<file path="src/rtl/awc_defs.vh">
// Register map, field positions, reset values and codes of the converter control block.
// Assumes an 8-bit register port; included by the control module.
`ifndef AWC_DEFS_VH
`define AWC_DEFS_VH

`define AWC_OFS_WINDOW_MODE   5'h04
`define AWC_OFS_SAMPLE_LEN    5'h05
`define AWC_OFS_POS_SEL       5'h08
`define AWC_OFS_NEG_SEL       5'h09
`define AWC_OFS_COMMAND       5'h0a
`define AWC_OFS_EVENT_CTL     5'h0b
`define AWC_OFS_CONV_CTL      5'h00
`define AWC_OFS_FLAGS         5'h0d
`define AWC_OFS_RESULT_L      5'h10
`define AWC_OFS_RESULT_H      5'h11
`define AWC_OFS_LOW_THR_L     5'h12
`define AWC_OFS_LOW_THR_H     5'h13
`define AWC_OFS_HIGH_THR_L    5'h14
`define AWC_OFS_HIGH_THR_H    5'h15

`define AWC_BIT_START         0
`define AWC_BIT_STOP          1
`define AWC_BIT_EVT_EN        0
`define AWC_BIT_CONTINUOUS_CONVERSION_BIT       1
`define AWC_BIT_WIN_FLAG      1

`define AWC_RST_BYTE          8'h00
`define AWC_RST_SEL           7'h00
`define AWC_RST_WORD          16'h0000

`define AWC_WIN_NONE          3'h0
`define AWC_WIN_BELOW         3'h1
`define AWC_WIN_ABOVE         3'h2
`define AWC_WIN_INSIDE        3'h3
`define AWC_WIN_OUTSIDE       3'h4

`define AWC_SAMPLE_BASE       9'h002
`define AWC_CONVERT_CYCLES    5'h0c

`endif

</file>
<file path="src/rtl/awc_ctrl.v">
// Command, sampling, input-select and window-compare control of the converter.
// Assumes the analog core returns a result word on result_in at conversion end.
`timescale 1ns/10ps
`include "awc_defs.vh"

module awc_ctrl #(
    parameter CONV_CYCLES = 12
) (
    // Clock and reset
    input  wire        clk_sys,
    input  wire        reset_n,
    // Register port
    input  wire [4:0]  reg_addr,
    input  wire [7:0]  reg_wdata,
    input  wire        reg_wr,
    input  wire        reg_rd,
    output reg  [7:0]  reg_rdata,
    // Analog core
    input  wire        event_in,
    input  wire [15:0] result_in,
    output reg  [6:0]  pos_sel_q,
    output reg  [6:0]  neg_sel_q,
    output reg         pos_valid_q,
    output reg         neg_valid_q,
    output reg         sampling_q,
    output reg         converting_q,
    output reg         conv_done_q,
    output reg         window_match_flag_q
);

localparam ST_IDLE   = 3'b001;
localparam ST_SAMPLE = 3'b010;
localparam ST_CONV   = 3'b100;

reg [2:0]  state_q;
reg [8:0]  count_q;
reg [2:0]  window_mode_field_q;
reg [7:0]  sample_length_field_q;
reg [6:0]  pos_pend_q;
reg [6:0]  neg_pend_q;
reg        pend_start_q;
reg        event_start_enable_q;
reg        continuous_conversion_bit_q;
reg        event_prev_q;
reg [15:0] result_q;
reg [15:0] low_threshold_q;
reg [15:0] high_threshold_q;

////////////////////////////////////////////////////////////////////////
function window_hit;
    input [2:0]  mode;
    input [15:0] res;
    input [15:0] lo;
    input [15:0] hi;
    begin
        case (mode)
            `AWC_WIN_BELOW:   window_hit = res < lo;
            `AWC_WIN_ABOVE:   window_hit = res > hi;
            `AWC_WIN_INSIDE:  window_hit = (res >= lo) && (res <= hi);
            `AWC_WIN_OUTSIDE: window_hit = (res < lo) || (res > hi);
            default:          window_hit = 1'b0;
        endcase
    end
endfunction

function pos_code_ok;
    input [6:0] c;
    begin
        pos_code_ok = (c <= 7'h15) || (c == 7'h40) || (c == 7'h42) || (c == 7'h44)
                   || (c == 7'h45) || ((c >= 7'h48) && (c <= 7'h4b));
    end
endfunction

function neg_code_ok;
    input [6:0] c;
    begin
        neg_code_ok = (c <= 7'h0f) || (c == 7'h40) || (c == 7'h48);
    end
endfunction

////////////////////////////////////////////////////////////////////////
wire busy       = (state_q != ST_IDLE);
wire wr_cmd     = reg_wr && (reg_addr == `AWC_OFS_COMMAND);
wire stop_req   = wr_cmd && reg_wdata[`AWC_BIT_STOP];
wire start_wr   = wr_cmd && reg_wdata[`AWC_BIT_START] && !reg_wdata[`AWC_BIT_STOP];
wire event_rise = event_start_enable_q && event_in && !event_prev_q;
wire conv_end   = (state_q == ST_CONV) && (count_q == 9'h001) && !stop_req;
wire rd_result  = reg_rd && ((reg_addr == `AWC_OFS_RESULT_L) || (reg_addr == `AWC_OFS_RESULT_H));
wire flag_set   = conv_end && window_hit(window_mode_field_q, result_in,
                                         low_threshold_q, high_threshold_q);
wire flag_clr   = rd_result || (reg_wr && (reg_addr == `AWC_OFS_FLAGS)
                                && reg_wdata[`AWC_BIT_WIN_FLAG]);
// A queued start, a start write or an event edge fires when the engine is idle
wire launch     = !busy && !stop_req && (pend_start_q || start_wr || event_rise);

////////////////////////////////////////////////////////////////////////
// Conversion sequencer
always @(posedge clk_sys) begin
    if (!reset_n) begin
        state_q      <= ST_IDLE;
        count_q      <= 9'h000;
        pend_start_q <= 1'b0;
        result_q     <= `AWC_RST_WORD;
        conv_done_q  <= 1'b0;
        sampling_q   <= 1'b0;
        converting_q <= 1'b0;
        event_prev_q <= 1'b0;
    end else begin
        event_prev_q <= event_in;
        conv_done_q  <= conv_end;
        if (stop_req) begin
            state_q      <= ST_IDLE;
            pend_start_q <= 1'b0;
            sampling_q   <= 1'b0;
            converting_q <= 1'b0;
        end else begin
            // Start while busy is remembered until the engine frees up
            if ((start_wr || event_rise) && busy)
                pend_start_q <= 1'b1;
            case (state_q)
                ST_IDLE: begin
                    if (launch) begin
                        pend_start_q <= 1'b0;
                        state_q      <= ST_SAMPLE;
                        // Base sampling plus extension
                        count_q      <= `AWC_SAMPLE_BASE + {1'b0, sample_length_field_q};
                        sampling_q   <= 1'b1;
                        converting_q <= 1'b1;
                    end
                end
                ST_SAMPLE: begin
                    if (count_q == 9'h001) begin
                        state_q    <= ST_CONV;
                        count_q    <= CONV_CYCLES[8:0];
                        sampling_q <= 1'b0;
                    end else begin
                        count_q <= count_q - 9'h001;
                    end
                end
                ST_CONV: begin
                    if (count_q == 9'h001) begin
                        result_q <= result_in;
                        // Free-running chains the next one without software help
                        if (continuous_conversion_bit_q) begin
                            state_q    <= ST_SAMPLE;
                            count_q    <= `AWC_SAMPLE_BASE + {1'b0, sample_length_field_q};
                            sampling_q <= 1'b1;
                        end else begin
                            state_q      <= ST_IDLE;
                            converting_q <= 1'b0;
                        end
                    end else begin
                        count_q <= count_q - 9'h001;
                    end
                end
                default: begin
                    state_q <= ST_IDLE;
                end
            endcase
        end
    end
end

////////////////////////////////////////////////////////////////////////
// Window flag: set wins over a clear in the same cycle
always @(posedge clk_sys) begin
    if (!reset_n)
        window_match_flag_q <= 1'b0;
    else if (flag_set)
        window_match_flag_q <= 1'b1;
    else if (flag_clr)
        window_match_flag_q <= 1'b0;
end

////////////////////////////////////////////////////////////////////////
// Control registers and input selects
always @(posedge clk_sys) begin
    if (!reset_n) begin
        window_mode_field_q         <= 3'h0;
        sample_length_field_q       <= `AWC_RST_BYTE;
        event_start_enable_q        <= 1'b0;
        continuous_conversion_bit_q <= 1'b0;
        low_threshold_q             <= `AWC_RST_WORD;
        high_threshold_q            <= `AWC_RST_WORD;
        pos_pend_q                  <= `AWC_RST_SEL;
        neg_pend_q                  <= `AWC_RST_SEL;
        pos_sel_q                   <= `AWC_RST_SEL;
        neg_sel_q                   <= `AWC_RST_SEL;
        pos_valid_q                 <= 1'b1;
        neg_valid_q                 <= 1'b1;
    end else begin
        if (reg_wr) begin
            case (reg_addr)
                `AWC_OFS_WINDOW_MODE: window_mode_field_q   <= reg_wdata[2:0];
                `AWC_OFS_SAMPLE_LEN:  sample_length_field_q <= reg_wdata;
                `AWC_OFS_POS_SEL:     pos_pend_q            <= reg_wdata[6:0];
                `AWC_OFS_NEG_SEL:     neg_pend_q            <= reg_wdata[6:0];
                `AWC_OFS_EVENT_CTL:   event_start_enable_q  <= reg_wdata[`AWC_BIT_EVT_EN];
                `AWC_OFS_CONV_CTL:
                    continuous_conversion_bit_q <= reg_wdata[`AWC_BIT_CONTINUOUS_CONVERSION_BIT];
                `AWC_OFS_LOW_THR_L:   low_threshold_q[7:0]   <= reg_wdata;
                `AWC_OFS_LOW_THR_H:   low_threshold_q[15:8]  <= reg_wdata;
                `AWC_OFS_HIGH_THR_L:  high_threshold_q[7:0]  <= reg_wdata;
                `AWC_OFS_HIGH_THR_H:  high_threshold_q[15:8] <= reg_wdata;
                default: begin
                end
            endcase
        end
        // Selects reach the analog mux only between conversions
        if (!converting_q) begin
            pos_sel_q   <= pos_pend_q;
            neg_sel_q   <= neg_pend_q;
            pos_valid_q <= pos_code_ok(pos_pend_q);
            neg_valid_q <= neg_code_ok(neg_pend_q);
        end
    end
end

////////////////////////////////////////////////////////////////////////
// Read port: data one cycle after the strobe, zero elsewhere
always @(posedge clk_sys) begin
    if (!reset_n) begin
        reg_rdata <= `AWC_RST_BYTE;
    end else if (reg_rd) begin
        case (reg_addr)
            `AWC_OFS_WINDOW_MODE: reg_rdata <= {5'h00, window_mode_field_q};
            `AWC_OFS_SAMPLE_LEN:  reg_rdata <= sample_length_field_q;
            `AWC_OFS_POS_SEL:     reg_rdata <= {1'b0, pos_pend_q};
            `AWC_OFS_NEG_SEL:     reg_rdata <= {1'b0, neg_pend_q};
            `AWC_OFS_COMMAND:     reg_rdata <= {7'h00, converting_q};
            `AWC_OFS_EVENT_CTL:   reg_rdata <= {7'h00, event_start_enable_q};
            `AWC_OFS_CONV_CTL:    reg_rdata <= {6'h00, continuous_conversion_bit_q, 1'b0};
            `AWC_OFS_FLAGS:       reg_rdata <= {6'h00, window_match_flag_q, 1'b0};
            `AWC_OFS_RESULT_L:    reg_rdata <= result_q[7:0];
            `AWC_OFS_RESULT_H:    reg_rdata <= result_q[15:8];
            `AWC_OFS_LOW_THR_L:   reg_rdata <= low_threshold_q[7:0];
            `AWC_OFS_LOW_THR_H:   reg_rdata <= low_threshold_q[15:8];
            `AWC_OFS_HIGH_THR_L:  reg_rdata <= high_threshold_q[7:0];
            `AWC_OFS_HIGH_THR_H:  reg_rdata <= high_threshold_q[15:8];
            default:              reg_rdata <= `AWC_RST_BYTE;
        endcase
    end else begin
        reg_rdata <= `AWC_RST_BYTE;
    end
end

endmodule

</file>
<file path="config.mk">
export PLATFORM = sky130hd
export DESIGN_NAME = awc_ctrl
export DESIGN_NICKNAME = d
export VERILOG_FILES = /design/src/rtl/awc_ctrl.v
export VERILOG_INCLUDE_DIRS = /design/src /design/src/rtl
export SDC_FILE = /design/constraint.sdc
export NUM_CORES = 1
export LEC_CHECK = 0
export BUFFER_PORTS_ARGS = -buffer_cell sky130_fd_sc_hd__buf_2
export CAP_MARGIN = 0
export CORE_MARGIN = 2
export CORE_UTILIZATION = 30
export CTS_BUF_LIST = sky130_fd_sc_hd__clkbuf_4 sky130_fd_sc_hd__clkbuf_8
export DETAILED_ROUTE_END_ITERATION = 12
export PLACE_DENSITY_LB_ADDON = 0.25
export SYNTH_ARGS = -nofsm -noshare
export SYNTH_HDL_FRONTEND = slang
export SYNTH_SLANG_ARGS = --single-unit
</file>
<file path="constraint.sdc">
create_clock -name clk_sys -period 1.95 [get_ports clk_sys]
set_clock_uncertainty 0.05 [all_clocks]
set_input_delay 0.195 -clock clk_sys [delete_from_list [all_inputs] [get_ports clk_sys]]
set_output_delay 0.195 -clock clk_sys [all_outputs]
set_load 0.1 [all_outputs]
</file>
# Yosys cells after proc, flatten, opt, wreduce, memory -nomap -nowiden
# Cells that the tools add are included.
# classes
addsub	2
magnitude_cmp	8
muxes	25
n_bitwise	2
reduce_logical	55
eq_ne	34
# op_table
cell	n
$pmux 8 s14	1
$eq 7x7->1 const B	6
$mux 9	4
$eq 5x5->1 const B	6
$pmux 9 s3	1
$eq 5x4->1 const B	5
$reduce_and 2->1	11
$logic_and 1x1->1	17
$ge 16x16->1	1
$gt 16x16->1	1
$le 16x16->1	1
$lt 16x16->1	1
$logic_or 1x1->1	13
$mux 1	11
$eq 5x3->1 const B	2
$add 2x8->9 const A	1
$eq 3x2->1 const B	3
$eq 9x1->1 const B	1
$mux 3	3
$pmux 3 s3	1
$sub 9x1->9 const B	1
$ne 2x2->1 const B	4
$reduce_and 4->1	2
$ge 7x7->1 const B	1
20 further kinds	28
# word_totals
reg_bits	117
inputBits	34
output_inout_bits	28
elab_cells	150

# Longest topological paths before layout
# logic_depth
ltp_word	9
depth_mapped	9
ltp_nobuf	8

# Worst setup path after synthesis
# OpenSTA, ideal clock, no wires.
# synth_path
kind	reg-to-reg
start	reg converting_q
end	reg neg_sel_q[5]
arrival_time_ns	1.939
path_slack_ns	-0.166
path_stages_with_launch	5
path_buffers	2
t_required_ns	1.772
setup_ns	0.128
cell_sequence	dfxtp_1 > clkbuf_1 > buf_2 > mux2i_1 > nor2_1
# synth_rtl
item	line	rtl
start: declaration	awc_ctrl.v:26	output reg converting_q,
start signal: assignment	awc_ctrl.v:106	converting_q <= 1'b0;
start signal: assignment	awc_ctrl.v:115	converting_q <= 1'b0;
start signal: assignment	awc_ctrl.v:128	converting_q <= 1'b1;
end signal: assignment	awc_ctrl.v:188	neg_sel_q <= `AWC_RST_SEL;
end signal: assignment	awc_ctrl.v:212	neg_sel_q <= neg_pend_q;
end: declaration	awc_ctrl.v:22	output reg [6:0] neg_sel_q,

# Final worst setup path
# layout_path
start	reg low_threshold_q[14]
end	reg window_match_flag_q
# layout_between
elab_chain_cells	5
word_cells_on_any_way	8
# layout_lines
item	line	rtl
start: declaration	awc_ctrl.v:46	reg [15:0] low_threshold_q;
start signal: assignment	awc_ctrl.v:183	low_threshold_q <= `AWC_RST_WORD;
start signal: assignment	awc_ctrl.v:202	`AWC_OFS_LOW_THR_H: low_threshold_q[15:8] <= reg_wdata;
$lt 16x16->1 or $ge 16x16->1 (tied branches)	awc_ctrl.v:57, awc_ctrl.v:60, awc_ctrl.v:59	
$logic_or 1x1->1 or $logic_and 1x1->1 (tied branches)	awc_ctrl.v:60, awc_ctrl.v:59	
$pmux 1 s4 *	awc_ctrl.v:56	case (mode)
$logic_and 1x1->1 *	awc_ctrl.v:89	wire flag_set = conv_end && window_hit(window_mode_field_q, result_in,
$mux 1 or $reduce_bool 2->1 (tied branches)	-	
end signal: assignment	awc_ctrl.v:168	window_match_flag_q <= 1'b0;
end signal: assignment	awc_ctrl.v:170	window_match_flag_q <= 1'b1;
end signal: assignment	awc_ctrl.v:172	window_match_flag_q <= 1'b0;
end: declaration	awc_ctrl.v:28	output reg window_match_flag_q
# Every way passes the cells marked *; elsewhere a longest branch is shown, timed or not.
# A chain may end at the register's enable or synchronous reset.

==> results <==
- By area the synthesized netlist is led by sky130_fd_sc_hd__dfxtp_1, sky130_fd_sc_hd__a21oi_1, sky130_fd_sc_hd__ha_1.
- Setup repair after global routing could not meet its margin everywhere.
- Summed over all nets, the half-perimeter wirelength after detailed placement is 14500 um.
- The number of placement rows is 52.
- The flow ran to the end, but the final reports show violations.
- Of the cells placed in the final design, the portion with a size suffix greater than 1 is 0.301.
- The x dimension of the die is 147 um.
- The H-tree level count is 4.
- The number of instances in the synthesized netlist is 743.
- Summing over every cut layer, the via total after detailed routing is 6004.
- The area share of the leading cell type in the synthesized netlist is 0.383.
- The combinational share of power is 0.196.
- 62 I/O pins were placed.
- The routability congestion estimate is 0.812.
- For this design the ratio of total power to cell area is 687 mW/mm2.
- Counting along the longest clock path gives a buffer depth of 2.
- The core region is 0.0201 mm2.
- The worst slack at placement is -0.153 ns.
- For the worst setup path, the data required time is 2.24 ns.
- The number of library cell types mapped by synthesis is 70.
- The die is 147 um tall.
- The measured slew at the worst slew-check pin is 0.518 ns.
- The tightest slew margin relative to the limit is 0.654.
- The first detailed-routing pass ran for 9 iterations.
- Timing would allow up to 0.477 GHz.
- The worst slack on hold paths is 0.0297 ns.
- The switching power of the nets is 1.84 mW.
- The maximum cell stage delay along the critical path is 0.40 ns.
- The via count of the first global-routing pass is 5647.
- The total length of routed wires is 20500 um.
- The initial utilization of the core area, before any placement, comes to 0.304.
- The post-synthesis net count is 812.
- The die covers 0.0215 mm2.
- TritonCTS created 17 clock buffers.
- The synthesized design contains 117 register bits.
- The pin count of the biggest net entering global routing is 99.
- For this block, the initial DRC count from the detailed router was 528.
- The number of antenna violations at the first check in global routing is 0.
- The number of hold violations in the final report is 0.
- The critical path endpoint category is a register.
- The critical path is of the reg2reg type.
- The worst path arrival time is 2.39 ns.
- The leading area contributor after synthesis is sky130_fd_sc_hd__dfxtp_1.
- The setup violation total in the final timing report is 8.
- The total instance count after detailed placement is 1106.
- The clock-pin transition on the worst setup and hold timing paths is 0.08 ns.
- The share of total power dissipated in sequential elements is 0.441.
- The cell area after technology mapping is 0.00611 mm2.
- The dominant delay contributor by cell family on the critical path is compound AO/OA/AOI/OAI gates.
- STA classifies the critical path startpoint as a register.
- The mean number of vias per cell is 5.18.
- For this run, the total global-route usage over all layers was measured as 0.191.
- Along the worst path, the maximum fanout reaches 3.
- The final worst-path setup slack is -0.148 ns.
- The number of flops mapped to enable cells by yosys is 0.
- Dividing the detail-routed wire length by the instance count gives 17.7 um.
- The switching power share of the total is 0.327.
- The leakage dissipation is 3.13 nW.
- The number of max-slew violations in the final report is 0.
- For the finished layout, the period the worst path requires is 2.10 ns.
- After synthesis, the share of flip-flops with an asynchronous set or reset is 0.
- Summed over all layers, the global routing overflow is 0.
- The library cells used most frequently in the layout, excluding fill and tap cells, are sky130_fd_sc_hd__dfxtp_1, sky130_fd_sc_hd__nand2_1, sky130_fd_sc_hd__a21oi_1.
- The peak supply drop is 0.000334 V.
- Max-cap violations in this run came to 0.
- The highest-delay cell along the critical path is sky130_fd_sc_hd__or3_4.
- The sequential fraction of the synthesis area is 0.383.
- The insertion delay of the later-clocked pin in the worst-skew pair is 0.46 ns.
- The path category of the worst min-delay check is in2reg.
- The tree is rooted in a sky130_fd_sc_hd__clkbuf_8.
- The detailed-route DRC error count is 0.
- The count of cells in the finished layout, fillers not included, comes to 1160.
- The most used flip-flop cell after synthesis is sky130_fd_sc_hd__dfxtp_1.
- A synthesized cell averages 8.23 um2.
- For this design, the sink count on the clock tree is 117.
- Counting both buffers and inverters, the worst setup path holds a total of 1.
- The most frequent standard cell in the layout excluding fill and tap cells is sky130_fd_sc_hd__dfxtp_1.
- TritonCTS built the clock tree.
- The area overhead of the layout relative to synthesis is 33.9%.
- The port buffer count is 61.
- The diode insertion count for antenna repair is 0.
- In this run the remaining antenna-violating nets after routing total 0.
- The final reports fail on negative setup slack.
- The net count of the finished layout is 947.
- Dividing the final minimum period by the clock period gives 1.08.
- The cell-internal power is 3.79 mW.
- The synthesis warning total is 0.
- The design draws 5.63 mW.
- Traced cell by cell, the critical path runs through inv_1 -> ha_4 -> nand4_1 -> or3_4 -> a211oi_4 -> o31ai_2 -> o41ai_1 -> a21oi_1.
- The first global-routing pass estimated 31900 um of wire.
- The power share of the clock group is 0.364.
per-stage QoR:
stage / TNS [ns] / util / instance area (um2)
finish: -0.343 / 0.407 / 8180
floorplan: -0.0123 / - / 6140
global placement: -0.603 / 0.358 / 7190
detailed placement: -1.89 / 0.358 / 7190
CTS: -0.205 / 0.391 / 7860
global route: -2.21 / 0.407 / 8180
power groups by stage:
stage	Sequential [mW]	Combinational (mW)	Clock [mW]
after floorplan	2.58	0.528	0
after global placement	2.53	0.911	0
after detailed placement	2.53	0.909	0
after CTS	2.48	1.01	2.09
after global routing	2.49	1.20	2.20
final	2.48	1.10	2.05
repair_timing:
| action | CTS | global route |
|---|---|---|
| resized for setup | 36 | 66 |
| buffers inserted | 5 | 4 |
| hold buffers | 13 | 0 |
| hold endpoints to repair | 15 | 0 |
| pin swaps | 13 | 46 |
| cloned | 1 | 1 |
| endpoints found under the setup margin | 28 | 26 |
synth_stat cells, types with 3 or more instances:
library cell,count
sky130_fd_sc_hd__ha_1,35
sky130_fd_sc_hd__xnor2_1,6
sky130_fd_sc_hd__o21ai_0,16
sky130_fd_sc_hd__and3_1,5
sky130_fd_sc_hd__o22ai_1,5
sky130_fd_sc_hd__nand2_1,111
sky130_fd_sc_hd__nor3_1,11
sky130_fd_sc_hd__buf_2,11
sky130_fd_sc_hd__a221oi_1,4
sky130_fd_sc_hd__nor2b_1,5
sky130_fd_sc_hd__mux4_2,4
sky130_fd_sc_hd__nor4_1,4
sky130_fd_sc_hd__mux2i_1,38
sky130_fd_sc_hd__nand3_1,49
sky130_fd_sc_hd__a22oi_1,7
sky130_fd_sc_hd__clkbuf_1,20
sky130_fd_sc_hd__o21a_1,5
sky130_fd_sc_hd__a31oi_1,4
sky130_fd_sc_hd__a22o_1,3
sky130_fd_sc_hd__nor2_1,67
sky130_fd_sc_hd__buf_1,3
sky130_fd_sc_hd__nor3b_2,3
sky130_fd_sc_hd__a211oi_1,4
sky130_fd_sc_hd__inv_1,38
sky130_fd_sc_hd__nand4_1,8
sky130_fd_sc_hd__dfxtp_1,117
sky130_fd_sc_hd__a222oi_1,9
sky130_fd_sc_hd__a21oi_1,89
sky130_fd_sc_hd__nand2b_1,5
sky130_fd_sc_hd__a211oi_2,3
cell type report:
| cell class | count | area, um2 |
|---|---|---|
| Sequential cell | 117 | 2350 |
| Clock buffer | 18 | 248 |
| Fill cell | 2072 | 11900 |
| Inverter | 39 | 146 |
| Multi-Input combinational cell | 550 | 3870 |
| Timing Repair Buffer | 153 | 1130 |
| Tap cell | 270 | 338 |
| Clock inverter | 13 | 97.6 |
cells by family after synthesis:
group | Yosys count | share of synthesized area
AND/OR/NAND/NOR | 292 | 0.225
XOR/XNOR | 8 | 0.0115
multiplexers | 42 | 0.0770
adder cells (fa/ha/maj) | 35 | 0.0716
flip-flops | 117 | 0.383
AO/OA/AOI/OAI | 172 | 0.179
buffers and inverters | 77 | 0.0532
metal layers:
layer / global-route usage / up-vias / part of all wire
met5: 0 / - / 0
met4: 0.0670 / 0 / 0.020
met3: 0.0335 / 28 / 0.047
met2: 0.315 / 155 / 0.48
met1: 0.251 / 2884 / 0.45
li1: - / 2937 / -
registers in the layout, indices dropped and copies added (netlist names), 3 cells and up:
name and count:
pos_pend_q 7, count_q 9, result_q 16, high_threshold_q 16, low_threshold_q 16, state_q 3, pos_sel_q 7, window_mode_field_q 3
neg_sel_q 7, reg_rdata 8, sample_length_field_q 8, neg_pend_q 7
tightest hold or removal path, cell delays in order:
cell and delay [ns]:
sky130_fd_sc_hd__buf_2 0.17, sky130_fd_sc_hd__nand3_1 0.08, sky130_fd_sc_hd__a21oi_1 0.05
worst paths after layout:
| kind | startpoint | endpoint | slack, ns | cells past startpoint |
|---|---|---|---|---|
| worst min register to register | low_threshold_q[2]$_SDFFE_PN0P_ | low_threshold_q[2]$_SDFFE_PN0P_ | 0.41 | 2 |
| worst min-delay path | reg_wdata[6] | neg_pend_q[6]$_SDFFE_PN0P_ | 0.03 | 3 |
| worst max register to register | low_threshold_q[14]$_SDFFE_PN0P_ | window_match_flag_q$_SDFFE_PN0P_ | -0.15 | 8 |
| worst max-delay path | low_threshold_q[14]$_SDFFE_PN0P_ | window_match_flag_q$_SDFFE_PN0P_ | -0.15 | 8 |
Power figures use the tool's default switching activity.
